### config.mk
export PLATFORM = sky130hd
export DESIGN_NAME = msm_speed_timer
export DESIGN_NICKNAME = d
export VERILOG_FILES = /design/src/hw/msm_pkg.sv /design/src/hw/msm_edge_detect.sv /design/src/hw/msm_rate_divider.sv /design/src/hw/msm_speed_timer.sv
export SDC_FILE = /design/constraint.sdc
export NUM_CORES = 1
export LEC_CHECK = 0
export BUFFER_PORTS_ARGS = -buffer_cell sky130_fd_sc_hd__buf_4
export CAP_MARGIN = 20
export CORE_ASPECT_RATIO = 1.1
export CORE_UTILIZATION = 56
export CTS_BUF_LIST = sky130_fd_sc_hd__clkbuf_8 sky130_fd_sc_hd__clkbuf_16
export DETAILED_ROUTE_END_ITERATION = 8
export GPL_TIMING_DRIVEN = 0
export PLACE_DENSITY = 0.81
export SYNTH_ARGS = -nofsm -noshare
export SYNTH_HDL_FRONTEND = slang
export SYNTH_HIERARCHICAL = 1
export SYNTH_SLANG_ARGS = --single-unit
### constraint.sdc
create_clock -name I_CLOCK -period 5.05 [get_ports I_CLOCK]
set_input_delay 0.7575 -clock I_CLOCK [delete_from_list [all_inputs] [get_ports I_CLOCK]]
set_output_delay 0.7575 -clock I_CLOCK [all_outputs]
set_load 0.005 [all_outputs]
### src/hw/msm_pkg.sv
/*
 * Constants shared by the motor speed measurement timer and its helpers.
 * Assumes a single synchronous clock domain and plain control ports.
 */
package msm_pkg;

   // ****************************************************************
   // Counter and prescaler limits
   // ****************************************************************
   localparam int          CNT_W        = 16;
   localparam int          ST_W         = 4;
   localparam int          DIV_W        = 15;
   localparam logic [15:0] CNT_RESET    = 16'h0000;
   localparam logic [15:0] CNT_MAX      = 16'hFFFF;
   localparam logic [15:0] CNT_ONE      = 16'h0001;
   localparam logic [15:0] DOWN_THRESH  = 16'h5500;
   localparam logic [7:0]  LIMIT_LOW    = 8'hFF;
   localparam logic [7:0]  BYTE_RESET   = 8'h00;
   localparam logic [3:0]  ST_MIN       = 4'h0;
   localparam logic [3:0]  ST_MAX       = 4'hF;
   localparam logic [3:0]  ST_ONE       = 4'h1;
   localparam logic [3:0]  ST_RESET     = 4'h0;
   localparam logic [14:0] DIV_RESET    = 15'h0000;
   localparam logic [14:0] DIV_ONE      = 15'h0001;

   // ****************************************************************
   // Sensor selection codes
   // ****************************************************************
   localparam logic [1:0]  SENS_TACHO   = 2'h0;
   localparam logic [1:0]  SENS_HALL    = 2'h1;
   localparam logic [1:0]  SENS_ENCODER = 2'h2;

   // ****************************************************************
   // Clock figures and Hall input width
   // ****************************************************************
   localparam int          CLK_PERIOD_NS = 100;
   localparam int          HALL_W        = 3;

endpackage

### src/hw/msm_edge_detect.sv
/*
 * Rising and falling edge detector for a group of sensor inputs.
 * Assumes the inputs are already synchronous to the clock.
 */
`timescale 1ns/1ps
module msm_edge_detect
   import msm_pkg::*;
#(
   parameter int W = 1
) (
   input  wire logic         i_clk,
   input  wire logic         i_rst_n,
   input  wire logic [W-1:0] i_level,
   output logic      [W-1:0] o_rise,
   output logic      [W-1:0] o_fall
);

   logic [W-1:0] prev_q;

   always_ff @(posedge i_clk) begin
      if (!i_rst_n) begin
         prev_q <= '0;
      end else begin
         prev_q <= i_level;
      end
   end

   // ****************************************************************
   // Per-bit edge decode
   // ****************************************************************
   genvar g;
   generate
      for (g = 0; g < W; g++) begin : g_bit
         assign o_rise[g] = i_level[g] & ~prev_q[g];
         assign o_fall[g] = ~i_level[g] & prev_q[g];
      end
   endgenerate

endmodule

### src/hw/msm_rate_divider.sv
/*
 * Binary prescaler: passes one source tick in every 2**ratio ticks.
 * Assumes source ticks are single-cycle pulses on the same clock.
 */
`timescale 1ns/1ps
module msm_rate_divider
   import msm_pkg::*;
(
   input  wire logic            i_clk,
   input  wire logic            i_rst_n,
   input  wire logic            i_run,
   input  wire logic            i_src_tick,
   input  wire logic [ST_W-1:0] i_ratio,
   output logic                 o_tick
);

   logic [DIV_W-1:0] div_q;
   logic [DIV_W-1:0] mask;

   // Low ratio bits of the divider must all be set for a tick to pass.
   function automatic logic [DIV_W-1:0] ratio_mask(logic [ST_W-1:0] r);
      logic [DIV_W-1:0] m;
      m = '0;
      for (int i = 0; i < DIV_W; i++) begin
         m[i] = (i < int'(r));
      end
      return m;
   endfunction

   assign mask   = ratio_mask(i_ratio);
   assign o_tick = i_run & i_src_tick & ((div_q & mask) == mask);

   // Stopping the divider while idle keeps the first period full length.
   always_ff @(posedge i_clk) begin
      if (!i_rst_n) begin
         div_q <= DIV_RESET;
      end else if (!i_run) begin
         div_q <= DIV_RESET;
      end else if (i_src_tick) begin
         div_q <= div_q + DIV_ONE;
      end
   end

endmodule

### src/hw/msm_speed_timer.sv
/*
 * Speed measurement timer: 16-bit auto-ranging period or pulse counter
 * with locked byte-wise capture, speed limit compare and event flags.
 * Assumes all inputs are synchronous to I_CLOCK and that software
 * access strobes are single-cycle pulses.
 */
// Functional notes
// - 16-bit counter; each capture stores the count, then clears it.
// - Encoder counting always goes up, ignoring the direction bit.
// - Captured 16-bit value held in capture high and low bytes.
// - Reading capture high freezes capture low; captures between are lost.
// - Speed error raised when counter exceeds programmed maximum.
// - Limit is compare byte as high byte with low byte fixed FFh.
// - Tacho mode captures on each active tacho edge.
// - Encoder capture on timer high read (select 1) or RTC tick (0).
// - Counter runs on peripheral clock, or encoder pulses with encoder.
// - At FFFFh prescaler goes up, counter halves, up flag set.
// - Capture below 5500h: prescaler down, counter cleared, down flag.
// - Prescaler zero is never decremented and raises no down flag.
// - Prescaler 15 at maximum: counter holds, no up flag, capture works.
// - Of the data registers, only counter bytes and prescaler update by themselves between captures.
// - Capture event sets the capture flag and its interrupt.
// - Speed error shares the emergency stop channel, separate flags.
// - Capture, prescaler change and speed error each have a mask.
// - Hall mode captures only on the expected sensor's toggle.
// - Hardware sets prescaler up/down flags; software clears them.
`timescale 1ns/1ps
module msm_speed_timer
   import msm_pkg::*;
(
   input  wire logic              I_CLOCK,
   input  wire logic              I_RST_N,
   input  wire logic              I_PERIPH_CLOCK_ENABLE,
   input  wire logic [1:0]        I_SENSOR_SELECT,
   input  wire logic              I_TACHO,
   input  wire logic              I_TACHO_FALLING,
   input  wire logic [HALL_W-1:0] I_SENSOR_INPUTS,
   input  wire logic [1:0]        I_HALL_EXPECTED,
   input  wire logic              I_ENCODER_PULSE,
   input  wire logic              I_RTC_TICK,
   input  wire logic              I_ENCODER_CAPTURE_SELECT,
   input  wire logic              I_COUNT_DIRECTION_BIT,
   input  wire logic [7:0]        I_WR_DATA,
   input  wire logic              I_WR_TIMER_HIGH,
   input  wire logic              I_WR_TIMER_LOW,
   input  wire logic              I_WR_PRESCALER,
   input  wire logic              I_WR_SPEED_LIMIT,
   input  wire logic              I_RD_TIMER_HIGH,
   input  wire logic              I_RD_CAPTURE_HIGH,
   input  wire logic              I_RD_CAPTURE_LOW,
   input  wire logic              I_CLR_CAPTURE_FLAG,
   input  wire logic              I_CLR_PRESCALER_UP_FLAG,
   input  wire logic              I_CLR_PRESCALER_DOWN_FLAG,
   input  wire logic              I_CLR_SPEED_ERROR_FLAG,
   input  wire logic              I_CLR_ESTOP_FLAG,
   input  wire logic              I_EMERGENCY_STOP_INPUT,
   input  wire logic              I_CAPTURE_MASK,
   input  wire logic              I_RATIO_CHANGE_INT_MASK,
   input  wire logic              I_SPEED_ERROR_MASK,
   input  wire logic              I_ESTOP_MASK,
   output logic [7:0]             O_TIMER_HIGH_BYTE,
   output logic [7:0]             O_TIMER_LOW_BYTE,
   output logic [7:0]             O_CAPTURE_HIGH_BYTE,
   output logic [7:0]             O_CAPTURE_LOW_BYTE,
   output logic [7:0]             O_SPEED_LIMIT_COMPARE,
   output logic [ST_W-1:0]        O_STEP_RATIO_PRESCALER,
   output logic                   O_CAPTURE_LOCKED,
   output logic                   O_COUNTER_STOPPED,
   output logic                   O_CAPTURE_FLAG,
   output logic                   O_PRESCALER_UP_FLAG,
   output logic                   O_PRESCALER_DOWN_FLAG,
   output logic                   O_SPEED_ERROR_FLAG,
   output logic                   O_ESTOP_FLAG,
   output logic                   O_CAPTURE_IRQ,
   output logic                   O_RATIO_CHANGE_IRQ,
   output logic                   O_ESTOP_CHANNEL_IRQ
);

   // ****************************************************************
   // Declarations
   // ****************************************************************
   logic [CNT_W-1:0]  cnt_q, cnt_d;
   logic [CNT_W-1:0]  cap_q;
   logic [ST_W-1:0]   st_q, st_d;
   logic [7:0]        limit_q;
   logic              lock_q;
   logic              cap_flag_q, up_flag_q, dn_flag_q;
   logic              serr_flag_q, estop_flag_q;
   logic              cap_irq_q, ratio_irq_q, estop_irq_q;
   logic              stopped_q;
   logic              up_set, dn_set, cap_take;
   logic              is_enc, count_up, src_tick, tick, cap_evt;
   logic              tacho_edge, hall_evt, over_limit;
   logic [0:0]        tacho_rise, tacho_fall;
   logic [HALL_W-1:0] hall_rise, hall_fall, hall_tog;

   // ****************************************************************
   // Sensor event detection
   // ****************************************************************
   msm_edge_detect #(.W(1)) u_tacho_edge (
      .i_clk   (I_CLOCK),
      .i_rst_n (I_RST_N),
      .i_level (I_TACHO),
      .o_rise  (tacho_rise),
      .o_fall  (tacho_fall)
   );

   msm_edge_detect #(.W(HALL_W)) u_hall_edge (
      .i_clk   (I_CLOCK),
      .i_rst_n (I_RST_N),
      .i_level (I_SENSOR_INPUTS),
      .o_rise  (hall_rise),
      .o_fall  (hall_fall)
   );

   assign is_enc     = (I_SENSOR_SELECT == SENS_ENCODER);
   assign tacho_edge = I_TACHO_FALLING ? tacho_fall[0] : tacho_rise[0];
   assign hall_tog   = hall_rise | hall_fall;
   // Only the sensor picked by the multiplexer may trigger a capture.
   assign hall_evt   = (I_HALL_EXPECTED < 2'(HALL_W)) &&
                       hall_tog[I_HALL_EXPECTED];

   always_comb begin
      unique case (I_SENSOR_SELECT)
         SENS_TACHO:   cap_evt = tacho_edge;
         SENS_HALL:    cap_evt = hall_evt;
         SENS_ENCODER: cap_evt = I_ENCODER_CAPTURE_SELECT ?
                                 I_RD_TIMER_HIGH : I_RTC_TICK;
         default:      cap_evt = 1'b0;
      endcase
   end

   // ****************************************************************
   // Counter clock and prescaler
   // ****************************************************************
   assign src_tick = is_enc ? I_ENCODER_PULSE : 1'b1;
   assign count_up = is_enc | ~I_COUNT_DIRECTION_BIT;

   msm_rate_divider u_div (
      .i_clk      (I_CLOCK),
      .i_rst_n    (I_RST_N),
      .i_run      (I_PERIPH_CLOCK_ENABLE & ~stopped_q),
      .i_src_tick (src_tick),
      .i_ratio    (st_q),
      .o_tick     (tick)
   );

   // ****************************************************************
   // Counter next value
   // ****************************************************************
   // A capture outranks a counter tick in the same cycle, so the
   // cleared count is never lost to a late increment.
   always_comb begin
      cnt_d    = cnt_q;
      st_d     = st_q;
      up_set   = 1'b0;
      dn_set   = 1'b0;
      cap_take = 1'b0;
      if (!I_PERIPH_CLOCK_ENABLE) begin
         if (I_WR_TIMER_HIGH) begin
            cnt_d[15:8] = I_WR_DATA;
         end
         if (I_WR_TIMER_LOW) begin
            cnt_d[7:0] = I_WR_DATA;
         end
         if (I_WR_PRESCALER) begin
            st_d = I_WR_DATA[ST_W-1:0];
         end
      end else if (cap_evt && !lock_q) begin
         cap_take = 1'b1;
         if (cnt_q < DOWN_THRESH && st_q != ST_MIN) begin
            st_d   = st_q - ST_ONE;
            dn_set = 1'b1;
         end
         cnt_d = CNT_RESET;
      end else if (tick) begin
         if (count_up) begin
            if (cnt_q != CNT_MAX) begin
               cnt_d = cnt_q + CNT_ONE;
            end else if (st_q != ST_MAX) begin
               st_d   = st_q + ST_ONE;
               cnt_d  = {1'b0, cnt_q[15:1]};
               up_set = 1'b1;
            end
         end else if (cnt_q != CNT_RESET) begin
            cnt_d = cnt_q - CNT_ONE;
         end
      end
   end

   always_ff @(posedge I_CLOCK) begin
      if (!I_RST_N) begin
         cnt_q <= CNT_RESET;
         st_q  <= ST_RESET;
      end else begin
         cnt_q <= cnt_d;
         st_q  <= st_d;
      end
   end

   // Saturated at the top prescaler: the counter clock is held off.
   always_ff @(posedge I_CLOCK) begin
      if (!I_RST_N) begin
         stopped_q <= 1'b0;
      end else begin
         stopped_q <= (st_d == ST_MAX) && (cnt_d == CNT_MAX);
      end
   end

   // ****************************************************************
   // Capture register and read lock
   // ****************************************************************
   always_ff @(posedge I_CLOCK) begin
      if (!I_RST_N) begin
         cap_q <= CNT_RESET;
      end else if (cap_take) begin
         cap_q <= cnt_q;
      end
   end

   always_ff @(posedge I_CLOCK) begin
      if (!I_RST_N) begin
         lock_q <= 1'b0;
      end else if (I_RD_CAPTURE_LOW) begin
         lock_q <= 1'b0;
      end else if (I_RD_CAPTURE_HIGH) begin
         lock_q <= 1'b1;
      end
   end

   always_ff @(posedge I_CLOCK) begin
      if (!I_RST_N) begin
         limit_q <= BYTE_RESET;
      end else if (I_WR_SPEED_LIMIT) begin
         limit_q <= I_WR_DATA;
      end
   end

   // ****************************************************************
   // Event flags and interrupt lines
   // ****************************************************************
   assign over_limit = cnt_q > {limit_q, LIMIT_LOW};

   // A set in the same cycle as a clear wins, so no event is dropped.
   always_ff @(posedge I_CLOCK) begin
      if (!I_RST_N) begin
         cap_flag_q   <= 1'b0;
         up_flag_q    <= 1'b0;
         dn_flag_q    <= 1'b0;
         serr_flag_q  <= 1'b0;
         estop_flag_q <= 1'b0;
      end else begin
         cap_flag_q   <= cap_take | (cap_flag_q & ~I_CLR_CAPTURE_FLAG);
         up_flag_q    <= up_set | (up_flag_q & ~I_CLR_PRESCALER_UP_FLAG);
         dn_flag_q    <= dn_set |
                         (dn_flag_q & ~I_CLR_PRESCALER_DOWN_FLAG);
         serr_flag_q  <= (I_PERIPH_CLOCK_ENABLE & over_limit) |
                         (serr_flag_q & ~I_CLR_SPEED_ERROR_FLAG);
         estop_flag_q <= I_EMERGENCY_STOP_INPUT |
                         (estop_flag_q & ~I_CLR_ESTOP_FLAG);
      end
   end

   always_ff @(posedge I_CLOCK) begin
      if (!I_RST_N) begin
         cap_irq_q   <= 1'b0;
         ratio_irq_q <= 1'b0;
         estop_irq_q <= 1'b0;
      end else begin
         cap_irq_q   <= cap_flag_q & I_CAPTURE_MASK;
         ratio_irq_q <= (up_flag_q | dn_flag_q) &
                        I_RATIO_CHANGE_INT_MASK;
         estop_irq_q <= (serr_flag_q & I_SPEED_ERROR_MASK) |
                        (estop_flag_q & I_ESTOP_MASK);
      end
   end

   // ****************************************************************
   // Outputs
   // ****************************************************************
   assign O_TIMER_HIGH_BYTE      = cnt_q[15:8];
   assign O_TIMER_LOW_BYTE       = cnt_q[7:0];
   assign O_CAPTURE_HIGH_BYTE    = cap_q[15:8];
   assign O_CAPTURE_LOW_BYTE     = cap_q[7:0];
   assign O_SPEED_LIMIT_COMPARE  = limit_q;
   assign O_STEP_RATIO_PRESCALER = st_q;
   assign O_CAPTURE_LOCKED       = lock_q;
   assign O_COUNTER_STOPPED      = stopped_q;
   assign O_CAPTURE_FLAG         = cap_flag_q;
   assign O_PRESCALER_UP_FLAG    = up_flag_q;
   assign O_PRESCALER_DOWN_FLAG  = dn_flag_q;
   assign O_SPEED_ERROR_FLAG     = serr_flag_q;
   assign O_ESTOP_FLAG           = estop_flag_q;
   assign O_CAPTURE_IRQ          = cap_irq_q;
   assign O_RATIO_CHANGE_IRQ     = ratio_irq_q;
   assign O_ESTOP_CHANNEL_IRQ    = estop_irq_q;
endmodule

### Word level (Yosys, flattened, before mapping)

Cells that the tools add are included.
Widths: inputs -> output; s select.

| word-level totals | value |
|---|---|
| flip-flop bits (word level) | 73 |
| latch bits | 0 |
| bits in writable memories | 0 |
| ROM bits | 0 |
| input bits | 41 |
| output and inout bits | 54 |
| logic and storage cells | 139 |
| memories | 0 |

| cells by class | value |
|---|---|
| $add $sub $neg | 5 |
| multipliers | 0 |
| div/mod/pow operators | 0 |
| order comparisons | 19 |
| equality and inequality tests | 7 |
| shifts and indexed selects | 0 |
| mux-type cells | 34 |
| bitwise gates (word level) | 47 |
| reduce and logical (&&, ||, !) cells | 10 |

Operator list:

| kind | count |
|---|---|
| $mux 16 | 7 |
| $mux 4 | 8 |
| $lt 4x4->1 const A | 7 |
| $and 1x1->1 | 21 |
| $add 16x1->16 const B | 1 |
| $eq 16x16->1 const B | 1 |
| $gt 16x16->1 | 1 |
| $lt 16x15->1 const B | 1 |
| $lt 3x4->1 const A | 4 |
| $mux 8 | 2 |
| $ne 16x16->1 const B | 1 |
| $not 1->1 | 16 |
| $reduce_bool 16->1 | 1 |
| $sub 16x1->16 const B | 1 |
| $add 15x1->15 const B | 1 |
| $and 15x15->15 | 1 |
| $eq 15x15->1 | 1 |
| $mux 1 | 15 |
| $lt 1x4->1 const A | 2 |
| $lt 2x4->1 const A | 2 |
| $or 1x1->1 | 8 |
| $add 4x1->4 const B | 1 |
| $eq 4x4->1 const B | 1 |
| $logic_and 1x1->1 | 4 |
| 14 further kinds | 14 |

### Depth between registers and ports, before layout

Gate-level depths: netlist of the first run.

| depth | value |
|---|---|
| word-level depth | 12 |
| gate-level depth with buffers | 18 |
| mapped depth without buffers | 14 |

### Hierarchy

Netlist of the first run, hierarchy kept.

By module, submodules not included:

| module | times used | cells an instance | area each (um2) | seq. area each (um2) |
|---|---|---|---|---|
| msm_speed_timer | 1 | 489 | 3888.7 | 1081.0 |
| msm_rate_divider | 1 | 102 | 840.8 | 300.3 |
| msm_edge_detect at u_hall_edge | 1 | 12 | 116.4 | 60.1 |
| msm_edge_detect at u_tacho_edge | 1 | 4 | 38.8 | 20.0 |

### Worst setup path before layout of the first run

OpenSTA, ideal clock, no wires.

| timing | value |
|---|---|
| kind | input port to flip-flop |
| from | input I_PERIPH_CLOCK_ENABLE |
| to | register stopped_q, in the netlist O_COUNTER_STOPPED |
| library setup time | 0.088 ns |
| arrival time | 4.512 ns |
| data required time | 4.962 ns |
| path slack | 0.450 ns |
| stages on the path | 16 |
| buffers on the path | 2 |
| cells stage by stage | clkbuf_1 > clkbuf_8 > inv_1 > nor2_1 > nand2_1 > a211oi_1 > o221ai_1 > a2111oi_0 > clkinv_1 > a21oi_1 > a21oi_1 > mux2_2 > a211oi_1 > o21ai_1 > or4b_1 > nor4_2 |

| between the ends | value |
|---|---|
| word-level cells in the longest chain between the ends | 8 |
| elaborated cells on any way between the ends | 12 |
| those cells by class | 2 x eq/ne; 6 x mux; 3 x bitwise; 1 x reduce/logical |

Ends and longest elaborated chain:

| what | line | RTL |
|---|---|---|
| start, declared | msm_speed_timer.sv:33 | `input wire logic I_PERIPH_CLOCK_ENABLE,` |
| $and 1x1->1 * | msm_speed_timer.sv:142 | `.i_run (I_PERIPH_CLOCK_ENABLE & ~stopped_q),` |
| $and 1x1->1 * (2 in series) | msm_rate_divider.sv:31 | `assign o_tick = i_run & i_src_tick & ((div_q & mask) == mask);` |
| named net tick | msm_speed_timer.sv:92 | `logic is_enc, count_up, src_tick, tick, cap_evt;` |
| $mux 16 or $mux 4 (tied branches) | msm_speed_timer.sv:176 | `end else if (tick) begin` |
| $mux 16 or $mux 4 (tied branches) | msm_speed_timer.sv:169 | `end else if (cap_evt && !lock_q) begin` |
| $mux 16 or $mux 4 (tied branches) | msm_speed_timer.sv:159 | `if (!I_PERIPH_CLOCK_ENABLE) begin` |
| $eq 16x16->1 or $eq 4x4->1 (tied branches) | msm_speed_timer.sv:206 | `stopped_q <= (st_d == ST_MAX) && (cnt_d == CNT_MAX);` |
| $logic_and 1x1->1 * | msm_speed_timer.sv:206 |  |
| end signal, assigned | msm_speed_timer.sv:206 |  |
| end, declared | msm_speed_timer.sv:90 | `logic stopped_q;` |

Mark *: on every way through the listed nets, which the timed path passes. The rest lies on a longest branch.
A chain may end at the register's enable or synchronous reset.

### Worst setup path after layout of the first run

Ends and elaborated chain as after synthesis.

==> results.txt, run 1 <==
The number of buffer cells added on primary ports came out at 90. The number of buffers on the longest clock path came out at 2. The async set or reset register ratio after synthesis came out at 0%. The internal reg-to-reg setup slack came out at between 0.7 and 0.8 ns. The maximum achievable frequency is around 0.21 GHz.

STA classifies the critical path endpoint as a flip-flop. In this run the power spent charging and discharging nets is about 0.49 mW. The type of the most critical hold path is reg -> reg. After Yosys synthesis, and, or, nand and nor cells account for about 29% of the synthesized area. The synthesized netlist devotes between 10% and 20% of its cell area to compound gates. The area of the die is around 9100 µm². STA classifies the critical path startpoint as a primary input. The internal power component came out at roughly 1 mW.

Of the total synthesized cell area, the portion taken by full adders, half adders and majority gates is 3.59%. For this block, the routed nets add up to 16.6 mm of wire. TritonCTS built the clock tree.

The die outline width came out at approximately 91 µm. In the synthesized netlist the dominant register cell turns out to be dfxtp_1. The number of max-cap violations is 0. The cell row count came out at 35.

The top-level I/O count is 95. The area of the mapped netlist came out at 4880 µm². By area the synthesized netlist is led by dfxtp_1 30%, mux2i_1 8.6%, nor2_1 6.1%. In the post-synthesis netlist, the cell with the most instances is nor2_1. During synthesis, Yosys emitted a total of 6 warnings.

The launch point of the worst reg-to-reg path is O_STEP_RATIO_PRESCALER[0]. In this design, the stage delay of the slowest critical-path cell is ~0.54 ns. The via count of the first global-routing pass came to ~5,000. The number of diodes added for antenna fixing is 0. The final critical-path share of the clock period came out at slightly above 90%.

The standard cell area after detailed placement came out at 5700 µm². The final-stage net count is roughly 760. The post-route netlist has between 20% and 30% of its cells at a drive strength greater than 1. The endpoint of the worst-slack reg-to-reg timing path is O_COUNTER_STOPPED. The sequential-to-total area share from yosys stat is between 20% and 30%. The synthesized instance count is 607. The effective utilization at floorplan is 58.1%. The remaining global-route overflow is 0. The largest driver fanout on the critical path is 10. Cells fill a little over two thirds of the core in the end.

Counting the buffers created by CTS gives 9. The worst-skew pair later-pin latency came out at around 0.37 ns. The combined buffer and inverter count along the critical path is 3. The maximum number of pins on one net before global-route repair came out at 15.

Setup repair after global routing left no endpoint under its margin. The number of enable-type register cells in the synthesized netlist came out at 0. The placeable core region is 8410 µm². The initial DRC count is 600. The cell depth of the worst flop-to-flop path is 12. Sorting the synthesized cells by how often they occur yields 80 x nor2_1, 73 x dfxtp_1, 42 x mux2i_1, 34 x a21oi_1, 30 x nand2_1. The logic gate share of total power is between 20% and 30%. Measured against its own limit, the worst slew margin works out to 39.9%. The area share of xor/xnor cells in the synthesized design came out at 2.69%. Compared with the post-synthesis result, the final layout area differs by 20.7%. The net count after synthesis came out at 662.

The number of pins with negative max-slew slack in the final report was 0. Measured against the total synthesized area, the mux share comes to 9.30%. Of all cell types, the one taking the most synthesized area is dfxtp_1. For the finished layout, the period the worst path requires is approximately 4.7 ns. The setup path with the least slack is of type in -> reg. Summing internal, switching and leakage power gives about 1.5 mW. The half-perimeter wire length after detailed placement is approximately 12 mm.

The slew at the pin closest to its max-slew limit came out at 0.894 ns. The number of storage elements in the synthesis netlist came out at between 70 and 80. The die boundary height is between 90 and 100 µm. The flow ran to the end, and the final reports show no timing, DRC or antenna violations.

The leakage power of the design is between 2 and 2.5 nW. The setup skew after layout came out at 0.0116 ns. The number of instances on the worst hold path is 2. The number of antenna violations at the first check in global routing came to 0. The critical path goes through clkbuf_2 > clkbuf_8 > inv_1 > nor2_1 > nand2_1 > a211oi_1 > o221ai_1 > a2111oi_2 > and2_1 > nand2_1 > nor4_1 > mux2_2 > a211oi_1 > o21ai_1 > or4b_1 > nor4_2. After synthesis, the largest family of logic cells by area is simple AND/OR/NAND/NOR gates.

The share of Yosys cell area claimed by the top area cell type came out at approximately 30%. The routed length per instance is just over 20 µm. The number of DRC violations after detailed routing is 0.

The overall via count from detail_route came out at 5,325. The power density normalized to cell area came out at approximately 250 nW/µm². For hold timing, the worst endpoint is O_RATIO_CHANGE_IRQ. The combined global-route utilization of all metal layers came out at a little over a third. The critical path arrival is 4.95 ns. On the critical path the largest part of the delay comes from simple AND/OR/NAND/NOR gates. The number of failing hold endpoints at the final stage is 0. The wire length of the first global-routing pass came out at approximately 26 mm. Clock-pin slew was measured on the worst setup and hold paths at 0.07 ns. The slowest stage of the critical path is the or4b_1 cell. The length of the first detailed-routing pass in iterations came out at 6.

Of the total power, registers draw between 40% and 50%. Setup violations remaining at the end of the flow were counted as 0. The mean instance size in the synthesized netlist is approximately 8 µm². The switching power share of the total is around a third. The clock group share of total power is 30.6%. The final RePlAce weighted congestion came out at 1.01.

The beginning of the worst hold path is O_PRESCALER_DOWN_FLAG. The area of all placed cells without fillers is 5890 µm². The cell sitting at the root of the clock tree is a clkbuf_8. The maximum level of the CTS H-tree came out at 3.

The number of nets with antenna violations after detailed routing came out at 0. The number of distinct library cell variants in the gate-level netlist after synthesis came out at 78. For the worst setup path, the data required time is approximately 5.3 ns. The maximum VDD drop came out at between 0.0001 and 0.00015 V.

In the routed layout, each cell is associated on average with a via count of ~6.5. The sink count of the clock tree is 73.
[registers in the layout (all words and copies together) (netlist names)]
| signal | cells |
|---|---|
| cap_q | 16 |
| cnt_q | 16 |
| u_div/div_q | 15 |
| O_SPEED_LIMIT_COMPARE | 8 |
| O_STEP_RATIO_PRESCALER | 4 |
| u_hall_edge/prev_q | 3 |
| O_CAPTURE_FLAG | 1 |
| O_CAPTURE_IRQ | 1 |
| O_CAPTURE_LOCKED | 1 |
| O_COUNTER_STOPPED | 1 |
| O_ESTOP_CHANNEL_IRQ | 1 |
| O_ESTOP_FLAG | 1 |
| O_PRESCALER_DOWN_FLAG | 1 |
| O_PRESCALER_UP_FLAG | 1 |
| O_RATIO_CHANGE_IRQ | 1 |
| O_SPEED_ERROR_FLAG | 1 |
| u_tacho_edge/prev_q | 1 |
[cells in the final DEF, fill, tap and decap left out, types with 16 or more instances in the layout]
cell	netlist	final
buf_4	1	91
nor2_1	80	80
dfxtp_1	73	73
mux2i_1	42	42
a21oi_1	34	33
nand2_1	30	30
clkbuf_1	28	27
inv_1	26	26
o21ai_0	22	22
and2_1	19	19
nand3_1	17	17
nand4_1	16	16
[through the flow]
stage          cells  hold WS [ns]  worst slack (ns)  setup TNS [ns]
6_report         822         0.478             0.380               0
3_5_place_dp     808         0.467            -0.963           -3.92
4_1_cts          822         0.478           0.00984               0
5_1_grt          822         0.493             0.227               0
3_3_place_gp     808         0.455            -0.753           -1.68
2_1_floorplan    607         0.441             0.450               0
[worst register-to-register path: cells and delay by family (launching register included)]
kind               cells  cell delay (ns)
AOI/OAI and AO/OA      5             1.39
and+or+nand+nor        6             1.97
muxes                  1             0.40
DFF                    1             0.46
[kinds of logic after synthesis]
group           Yosys count
mux                      45
compound gates          136
buf+inv                  68
xor+xnor                 15
fa+ha+maj                14
simple gates            256
flops                    73
[layout make-up]
cell class,instances,area [µm²]
multi-input combinational,466,3100
sequential,73,1460
buffer,40,234
clock buffer,9,124
tap,111,139
timing repair buffer,90,676
inverter,28,106
clock inverter,5,58.8
fill,727,2510
[power groups by stage]
stage                     sequential, mW  combinational, mW  clock, mW
after floorplan                    0.635              0.248          0
after global placement             0.640              0.372          0
after detailed placement           0.641              0.381          0
after CTS                          0.628              0.384      0.453
after global routing               0.631              0.424      0.473
final                              0.629              0.397      0.453
[worst max path at each step]
stage / depth (start not counted) / end / slack [ns] / from
final: 16 / O_COUNTER_STOPPED / 0.38 / I_PERIPH_CLOCK_ENABLE
after floorplan: 16 / O_COUNTER_STOPPED / 0.45 / I_PERIPH_CLOCK_ENABLE
after CTS: 16 / O_COUNTER_STOPPED / 0.01 / I_PERIPH_CLOCK_ENABLE
after global placement: 16 / O_COUNTER_STOPPED / -0.75 / I_PERIPH_CLOCK_ENABLE
after global routing: 16 / O_COUNTER_STOPPED / 0.23 / I_PERIPH_CLOCK_ENABLE
after detailed placement: 16 / O_COUNTER_STOPPED / -0.96 / I_PERIPH_CLOCK_ENABLE
[repair_timing]
action | in CTS | in global routing
hold endpoints to repair | 0 | 0
hold buffers | 0 | 0
setup endpoints to repair | 3 | 1
resized for setup | 3 | 3
setup buffers | 0 | 0
[routing by layer]
layer	routed length, µm	vias up	global-route usage (%)
met5	0	-	0
met4	694	0	18.9
met1	6540	2505	43.5
met2	7730	327	61.9
li1	-	2423	-
met3	1600	70	6.29
No activity file was read; power rests on OpenSTA's default activity.
==> inputs of run 2 (changes only) <==
--- a/config.mk
+++ b/config.mk
@@ -15,5 +15,4 @@
 export PLACE_DENSITY = 0.81
 export SYNTH_ARGS = -nofsm -noshare
 export SYNTH_HDL_FRONTEND = slang
-export SYNTH_HIERARCHICAL = 1
 export SYNTH_SLANG_ARGS = --single-unit
==> constraint.sdc (replaced) <==
create_clock -name I_CLOCK -period 5 [get_ports I_CLOCK]
set_input_delay 0.75 -clock I_CLOCK [delete_from_list [all_inputs] [get_ports I_CLOCK]]
set_output_delay 0.75 -clock I_CLOCK [all_outputs]
set_load 0.005 [all_outputs]
==> run 2 against run 1 <==
Compared with the run above: worst setup slack gained 0.88 ns; power rose by 3.1%; sequential power is 0.6% lower; non-clock buffer count up 5; clock power increased by 10%; final cell count up 2.1%; sequential share of layout area increased by 0.19 points; utilization shrank 0.16 points; largest cell class unchanged.
==> results.txt, run 2 <==
After synthesis the cells add up to between 4000 and 5000 µm². For this design the top-level I/O count stands at 95. The synthesized instance count is approximately 620.

The slew at the pin closest to its max-slew limit came out at about 0.82 ns. The critical path's slowest cell is a2111oi_0. The sink count of the clock tree came out at 73.

The standard cell area after detailed placement is between 5000 and 6000 µm². The number of buffers on the longest clock path came out at 2. The number of CTS-inserted buffers is 9. The cell row count came out at 35.

The critical path arrival came out at ~4.0 ns. By area the synthesized netlist is led by dfxtp_1 30%, nand2_1 5.9%, a21oi_1 5.5%. The share of Yosys cell area claimed by the top area cell type came out at between 30% and 40%. The remaining global-route overflow is 0. The number of cells in the design after placement came out at 823. In this run the tool buffered the top-level ports with 90 buffer cells. The kind of end point of the critical path is a flip-flop. Post-CTS timing repair inserted 0 buffers for setup. The post-cts resize count came out at 0. Leaving out fill and tap cells, the most frequent cells in the layout are 93 x buf_4, 76 x nand2_1, 73 x dfxtp_1. The most common cell after layout, fill and taps aside is buf_4.

The hold buffer count at cts came out at 0. The number of max-cap violations is 0. The flow ran to the end, and the final reports show no timing, DRC or antenna violations. The share of layout cells above drive strength 1 is between 20% and 30%.

The final critical-path share of the clock period came out at ~75%. The die covers around 9000 µm². The final critical path time including I/O delays and setup came out at about 3.7 ns. The mean instance size in the synthesized netlist came out at approximately 7.8 µm². The half-perimeter wire length after detailed placement came out at 12.1 mm.

The largest registers in the layout are cap_q: 16 flops, cnt_q: 16 flops, u_div.div_q: 15 flops. The CTS clock-pin slew for the worst setup and hold paths came out at 0.09 ns. Traced cell by cell, the critical path runs through clkbuf_1 > inv_1 > ha_1 > nor4b_2 > and3_1 > buf_4 > or2_2 > o21ai_1 > a211oi_1 > a2111oi_0 > and4bb_2 > nand4_1 > nor4_2. The number of pins with negative max-slew slack in the final report came out at 0. Dividing the detail-routed via count by the number of cells gives between 6 and 7. The worst setup path is of the reg -> reg kind.

For this block, the initial DRC count from the detailed router was 484. The worst hold path belongs to the class reg -> reg. The wire length of the first global-routing pass came out at between 20 and 30 mm. The number of distinct library cell variants in the gate-level netlist after synthesis came out at between 70 and 80.

For the worst setup path, the data required time is around 5.3 ns. The number of antenna violations at the first check in global routing is 0. The maximum level of the CTS H-tree came out at 3. The final RePlAce weighted congestion is between 0.9 and 1.

Yosys mapped a number of flops with a built-in enable equal to 0. The analysis attributes to cell leakage a power of between 2 and 2.5 nW. The effective utilization at floorplan came out at 57.8%. The most common cell in the synthesized netlist is nand2_1. The number of endpoints failing setup at the final stage is 0. The async set or reset register ratio after synthesis is 0%. The maximum number of pins on one net before global-route repair is 15. The cell chosen for the clock root is clkbuf_8.

The placeable core region came out at approximately 8400 µm². The first detailed-routing pass ran for 6 iterations. The maximum VDD drop is around 0.00019 V. TritonCTS built the clock tree. Along the worst path, the maximum fanout reaches 9. The die outline width is approximately 90 µm. The die boundary height came out at just under 100 µm. The setup skew after layout came out at ~0.014 ns. The layout overhead on the synthesized area is 21.0%. The number of standard cells in the final layout excluding fillers is roughly 840.

In this design, the stage delay of the slowest critical-path cell is 0.57 ns. The via count of the first global-routing pass came to roughly 4,800. The commonest cells after synthesis are 76 x nand2_1, 73 x dfxtp_1, 70 x nor2_1, 53 x a21oi_1, 26 x clkbuf_1.

The final-layout setup total negative slack came out at 0 ns. The number of antenna diodes in the final layout is 0. With fillers left out, the area of the finished cells amounts to 5850 µm². The maximum achievable frequency came out at 0.268 GHz. The worst-skew pair later-pin latency came out at approximately 0.36 ns. The routed length per instance came out at slightly below 20 µm. The count of yosys warnings during synthesis is 0. The sequential-to-total area share from yosys stat is 30.2%.

The overall via count from detail_route came out at 5,250. The net count after synthesis is roughly 680. The max-slew headroom at the worst pin came out at between 40% and 50%. The most used flip-flop cell after synthesis is dfxtp_1.

The number of DRC violations after detailed routing came out at 0. The kind of start point of the critical path is a flip-flop. The number of nets with antenna violations after detailed routing is 0.

The power density normalized to cell area came out at around 260 nW/µm². Setup repair after global routing left no endpoint under its margin. Global routing used between 30% and 40% of the available tracks across all layers.

In the final design database the tool counted 780 nets. Wires add up to 16.3 mm. Synthesis inferred 73 register bits.

The number of failing hold endpoints at the final stage is 0. The library cell occupying the most area in the post-synthesis netlist is dfxtp_1.
-- run 2: cell types whose count changed after synthesis, moves of 9 or more --
cell	before	now
nand2_1	30	76
nor2_1	80	70
inv_1	26	17
a21oi_1	34	53
xor2_1	3	14
mux2i_1	42	22
and2_1	19	10
-- run 2: final timing paths --
| path | from | to | slack [ns] | depth (start not counted) |
|---|---|---|---|---|
| setup / recovery | cnt_q[1] | O_COUNTER_STOPPED | 1.26 | 13 |
| hold / removal | cap_q[10] | cap_q[10] | 0.46 | 2 |
| hold reg to reg | cap_q[10] | cap_q[10] | 0.46 | 2 |
| setup reg to reg | cnt_q[1] | O_COUNTER_STOPPED | 1.26 | 13 |
-- run 2: per-stage QoR --
stage          power (mW)  util [%]  setup WS (ns)  hold WS [ns]
2_1_floorplan       0.885         -           1.96         0.453
3_3_place_gp         1.02      67.5           1.32         0.444
3_5_place_dp         1.02      67.5           1.40         0.451
4_1_cts              1.51      69.9           1.40         0.464
5_1_grt              1.57      69.9           1.13         0.477
6_report             1.52      69.9           1.26         0.462
-- run 2: worst max-delay path, delay by kind of cell, from the launching register on --
| family | cells | cell delay [ns] |
|---|---|---|
| buffers and inverters | 3 | 0.70 |
| AND/OR/NAND/NOR | 6 | 1.38 |
| flip-flops | 1 | 0.37 |
| AO/OA/AOI/OAI | 3 | 0.95 |
| adder cells (fa/ha/maj) | 1 | 0.22 |
-- run 2: per-layer routing --
layer	GRT usage, %	vias to the layer above	wire, µm
met5	0	-	0
met1	45.6	2445	6700
met2	59.4	316	7710
met4	14.8	0	571
met3	6.04	60	1330
li1	-	2429	-
-- run 2: area by class of cell --
| type | count | area (µm²) |
|---|---|---|
| multi-input combinational | 484 | 3080 |
| fill | 731 | 2510 |
| sequential | 73 | 1460 |
| timing repair buffer | 90 | 676 |
| buffer | 45 | 215 |
| tap | 111 | 139 |
| clock buffer | 9 | 124 |
| clock inverter | 7 | 78.8 |
| inverter | 20 | 75.1 |
-- run 2: power breakdown --
| group | internal, mW | leakage [nW] | switching [mW] |
|---|---|---|---|
| logic | 0.163 | 1.71 | 0.236 |
| clock network | 0.235 | 0.0925 | 0.265 |
| registers | 0.603 | 0.595 | 0.0226 |
-- run 2: kinds of logic after synthesis --
kind of cell             after synthesis  share of synthesized area [%]
AO/OA/AOI/OAI                        146                           20.3
flip-flops                            73                           30.2
AND/OR/NAND/NOR                      274                           29.8
XOR/XNOR                              22                           3.99
multiplexers                          26                           5.49
buffers and inverters                 65                           6.01
adder cells (fa/ha/maj)               16                           4.14
==> inputs of run 3 (changes only) <==
--- a/config.mk
+++ b/config.mk
@@ -5,14 +5,15 @@
 export SDC_FILE = /design/constraint.sdc
 export NUM_CORES = 1
 export LEC_CHECK = 0
+export ABC_AREA = 1
 export BUFFER_PORTS_ARGS = -buffer_cell sky130_fd_sc_hd__buf_4
 export CAP_MARGIN = 20
 export CORE_ASPECT_RATIO = 1.1
-export CORE_UTILIZATION = 56
+export CORE_UTILIZATION = 52
 export CTS_BUF_LIST = sky130_fd_sc_hd__clkbuf_8 sky130_fd_sc_hd__clkbuf_16
 export DETAILED_ROUTE_END_ITERATION = 8
 export GPL_TIMING_DRIVEN = 0
-export PLACE_DENSITY = 0.81
+export PLACE_DENSITY = 0.78
 export SYNTH_ARGS = -nofsm -noshare
 export SYNTH_HDL_FRONTEND = slang
 export SYNTH_SLANG_ARGS = --single-unit
==> constraint.sdc (replaced) <==
create_clock -name I_CLOCK -period 3 [get_ports I_CLOCK]
set_input_delay 0.45 -clock I_CLOCK [delete_from_list [all_inputs] [get_ports I_CLOCK]]
set_output_delay 0.45 -clock I_CLOCK [all_outputs]
set_load 0.005 [all_outputs]
==> run 3 against run 2 <==
Compared with the run above: combinational power is 98% higher; highest routed layer unchanged; first-iteration DRC count is 8.7% higher; sequential power is 73% higher; hold slack worse by 0.22 ns; sequential cell count stayed put; register-to-register slack worse by 1.0 ns.
==> results.txt, run 3 <==
The run finished with clean final reports. The post-layout total power is between 2 and 3 mW. The wire length on met1 is around 7.0 mm. The die boundary height is roughly 110 µm.

Setup repair after global routing left no endpoint under its margin. The clock network accounts for 29.7% of the total power. For this run, design rule violations remaining after detail routing come to 0. The hold buffer count at cts is 0. By count the netlist is led by 263 x nand2_1, 111 x nor2_1, 90 x inv_1, 84 x nand3_1, 78 x a21oi_1. The half-perimeter wire length after detailed placement is between 10 and 15 mm. The remaining global-route overflow is 0. Global routing consumed, over all layers together, roughly a third of the routing resources. The number of diodes added for antenna fixing came out at 0. In this run the worst hold path is classified as in -> reg. The first detailed-routing pass ran for 6 iterations. The most common cell after layout, fill and taps aside is nand2_1. Dividing total power by cell area gives a power density of just over 400 nW/µm². The final RePlAce weighted congestion is around 0.96. The number of CTS-inserted buffers came out at 9. Ranked by total cell area, the synthesized netlist is headed by dfxtp_1 27%, nand2_1 18%, nand3_1 7.9%. The wire length of the first global-routing pass came out at approximately 28 mm.

The sequential-to-total area share from yosys stat is 27.3%. The library cell occupying the most area in the post-synthesis netlist is dfxtp_1. The reported net switching power is ~0.96 mW.

The logic gate share of total power came out at between 20% and 30%. The final critical path time including I/O delays and setup is approximately 2.8 ns. The async set or reset register ratio after synthesis is 0%. Summed over all cells, the static leakage comes to a little over 3 nW. The max-slew headroom at the worst pin is 58.1%. The maximum VDD drop is ~0.00032 V. The cell family contributing the most delay on the critical path is simple AND/OR/NAND/NOR gates. The core region is roughly 9900 µm².

The share of Yosys cell area claimed by the top area cell type came out at ~27%. The number of buffers on the longest clock path came out at 2. The worst setup margin is about 0.24 ns. The initial DRC count came out at 526. The number of endpoints failing setup at the final stage is 0.

The worst-case setup slack after placement came out at between 0.09 and 0.1 ns. The critical path's slowest cell is dfxtp_1. The setup path with the least slack is of type reg -> reg. Counting flops and latches in the post-synthesis netlist gives 73. The setup skew after layout is 0.00780 ns. The number of buffers and inverters on the critical path is 3. Entering global routing, the biggest net connects 14 pins. After clock tree synthesis, the clock-pin slew on the worst setup and hold paths is around 0.08 ns. The via count of the first global-routing pass was just under 6,000. Cells fill 64.5% of the core in the end. The cell row count is 38. The switching power share of the total came out at between 30 and 40%.

In the final routed layout, each cell accounts on average for around 16 µm. Along the worst path, the maximum fanout reaches 10. The predominant post-synthesis flop cell is dfxtp_1. The clock net in this run drives a total of between 70 and 80 sinks. The floorplan step defined a die boundary enclosing between 10,000 and 15,000 µm². Signal routing reaches up to met4.

The mean instance size in the synthesized netlist is slightly below 6 µm². The post-cts resize count came out at 0. On the worst path, the slowest cell contributes a delay of between 0.5 and 0.6 ns. The effective utilization at floorplan is between 50% and 60%. The area of the mapped netlist came out at roughly 5400 µm². The endpoint required time on the critical path came out at roughly 3.3 ns. The largest registers in the layout are cap_q: 16 flops, cnt_q: 16 flops, u_div.div_q: 15 flops.

The wire length on met3 is 1.51 mm. The ratio of routed vias to standard cells came out at about 5.5. The number of distinct library cell variants in the gate-level netlist after synthesis is 36.

The post-CTS setup buffer count is 0. The final-stage net count came out at approximately 1,100. The count of yosys warnings during synthesis came out at 0.

The synthesized design contains 0 enable-type register cells. The worst-skew pair later-pin latency came out at 0.36 ns. The power share of the sequential group came out at approximately 41%. The number of failing hold endpoints at the final stage is 0. The slew at the pin closest to its max-slew limit is between 0.6 and 0.7 ns. TritonCTS built the clock tree. The total wirelength of the detailed-routed design came out at roughly 18 mm. STA classifies the critical path endpoint as a flip-flop. Dividing the final minimum period by the clock period gives between 90% and 100%.

The die outline width came out at 98.7 µm. The number of pins with negative max-slew slack in the final report is 0. The share of layout cells above drive strength 1 came out at between 10% and 20%. The final-layout setup total negative slack came out at 0 ns. The number of max-cap violations is 0. The number of buffer cells added on primary ports is 93. After technology mapping, the gate count stands at 899. The internal power component is approximately 1.7 mW. The layout overhead on the synthesized area came out at 19.7%. STA classifies the critical path startpoint as a flip-flop. The top-level I/O count came out at 95. The maximum level of the CTS H-tree is 3. The number of nets with antenna violations after detailed routing came out at 0. Walking the worst path, the cells encountered are inv_1 > ha_2 > inv_1 > o21ai_0 > nor2_1 > nor2_1 > nand3_1 > nor2_1 > buf_4 > nand2_1 > nand2_1 > nand2_1 > nand2_1 > a21oi_1 > nand4_1 > nor2_1. The tree is rooted in a clkbuf_8.

The critical path arrival is approximately 3.0 ns. Across all layers, the routed design uses approximately 6,200 vias. The most common cell in the netlist is nand2_1. When the netlist entered floorplanning its net count stood at approximately 960. The maximum achievable frequency came out at approximately 0.36 GHz.

The library cells used most frequently in the layout, excluding fill and tap cells, are 263 x nand2_1, 110 x nor2_1, 98 x buf_4. The number of antenna violations at the first check in global routing is 0. The length of routed met2 wiring came out at around 8.3 mm.
run 3: area by class of cell:
| type | count | area [µm²] |
|---|---|---|
| sequential | 73 | 1460 |
| tap | 120 | 150 |
| fill | 992 | 3530 |
| clock inverter | 7 | 71.3 |
| timing repair buffer | 93 | 698 |
| buffer | 37 | 203 |
| clock buffer | 9 | 124 |
| multi-input combinational | 693 | 3330 |
| inverter | 96 | 367 |
run 3: final timing paths:
| check | startpoint | end | slack (ns) | cells past startpoint |
|---|---|---|---|---|
| max reg2reg | O_STEP_RATIO_PRESCALER[0] | O_COUNTER_STOPPED | 0.24 | 16 |
| max | O_STEP_RATIO_PRESCALER[0] | O_COUNTER_STOPPED | 0.24 | 16 |
| min | I_RD_CAPTURE_LOW | O_CAPTURE_LOCKED | 0.25 | 2 |
| min reg2reg | cap_q[14] | cap_q[14] | 0.47 | 2 |
run 3: through the flow:
stage / instance area [µm²] / std cells / hold slack (ns)
after CTS: 6390 / 1128 / 0.241
after detailed placement: 6200 / 1112 / 0.455
final: 6410 / 1128 / 0.246
after global placement: 6200 / 1112 / 0.450
after global routing: 6410 / 1128 / 0.251
after floorplan: 5350 / 899 / 0.443
run 3: per-layer routing:
metal | global-route usage (%) | up-vias
met1 | 38.7 | 2777
li1 | - | 3099
met3 | 5.75 | 68
met5 | 0 | -
met2 | 57.5 | 301
met4 | 18.3 | 0
run 3: cell families after synthesis:
kind of cell | count (synthesis) | share of synthesized area, %
xor+xnor | 17 | 2.78
flops | 73 | 27.3
compound gates | 146 | 14.4
simple gates | 514 | 41.2
buf+inv | 133 | 10.6
fa+ha+maj | 16 | 3.74
run 3: worst register-to-register path, stage by stage, from the launching register on:
cell	delay (ns)
dfxtp_1	0.59
inv_1	0.25
ha_2	0.30
inv_1	0.10
o21ai_0	0.08
nor2_1	0.11
nor2_1	0.05
nand3_1	0.08
nor2_1	0.07
buf_4	0.18
nand2_1	0.08
nand2_1	0.05
nand2_1	0.05
nand2_1	0.05
a21oi_1	0.28
nand4_1	0.18
nor2_1	0.19
run 3: power groups by stage:
stage	Sequential (mW)	Combinational, mW	Clock (mW)
after detailed placement	1.09	0.765	0
after floorplan	1.08	0.508	0
after global placement	1.10	0.754	0
after global routing	1.08	0.874	0.833
final	1.08	0.789	0.789
after CTS	1.07	0.770	0.793
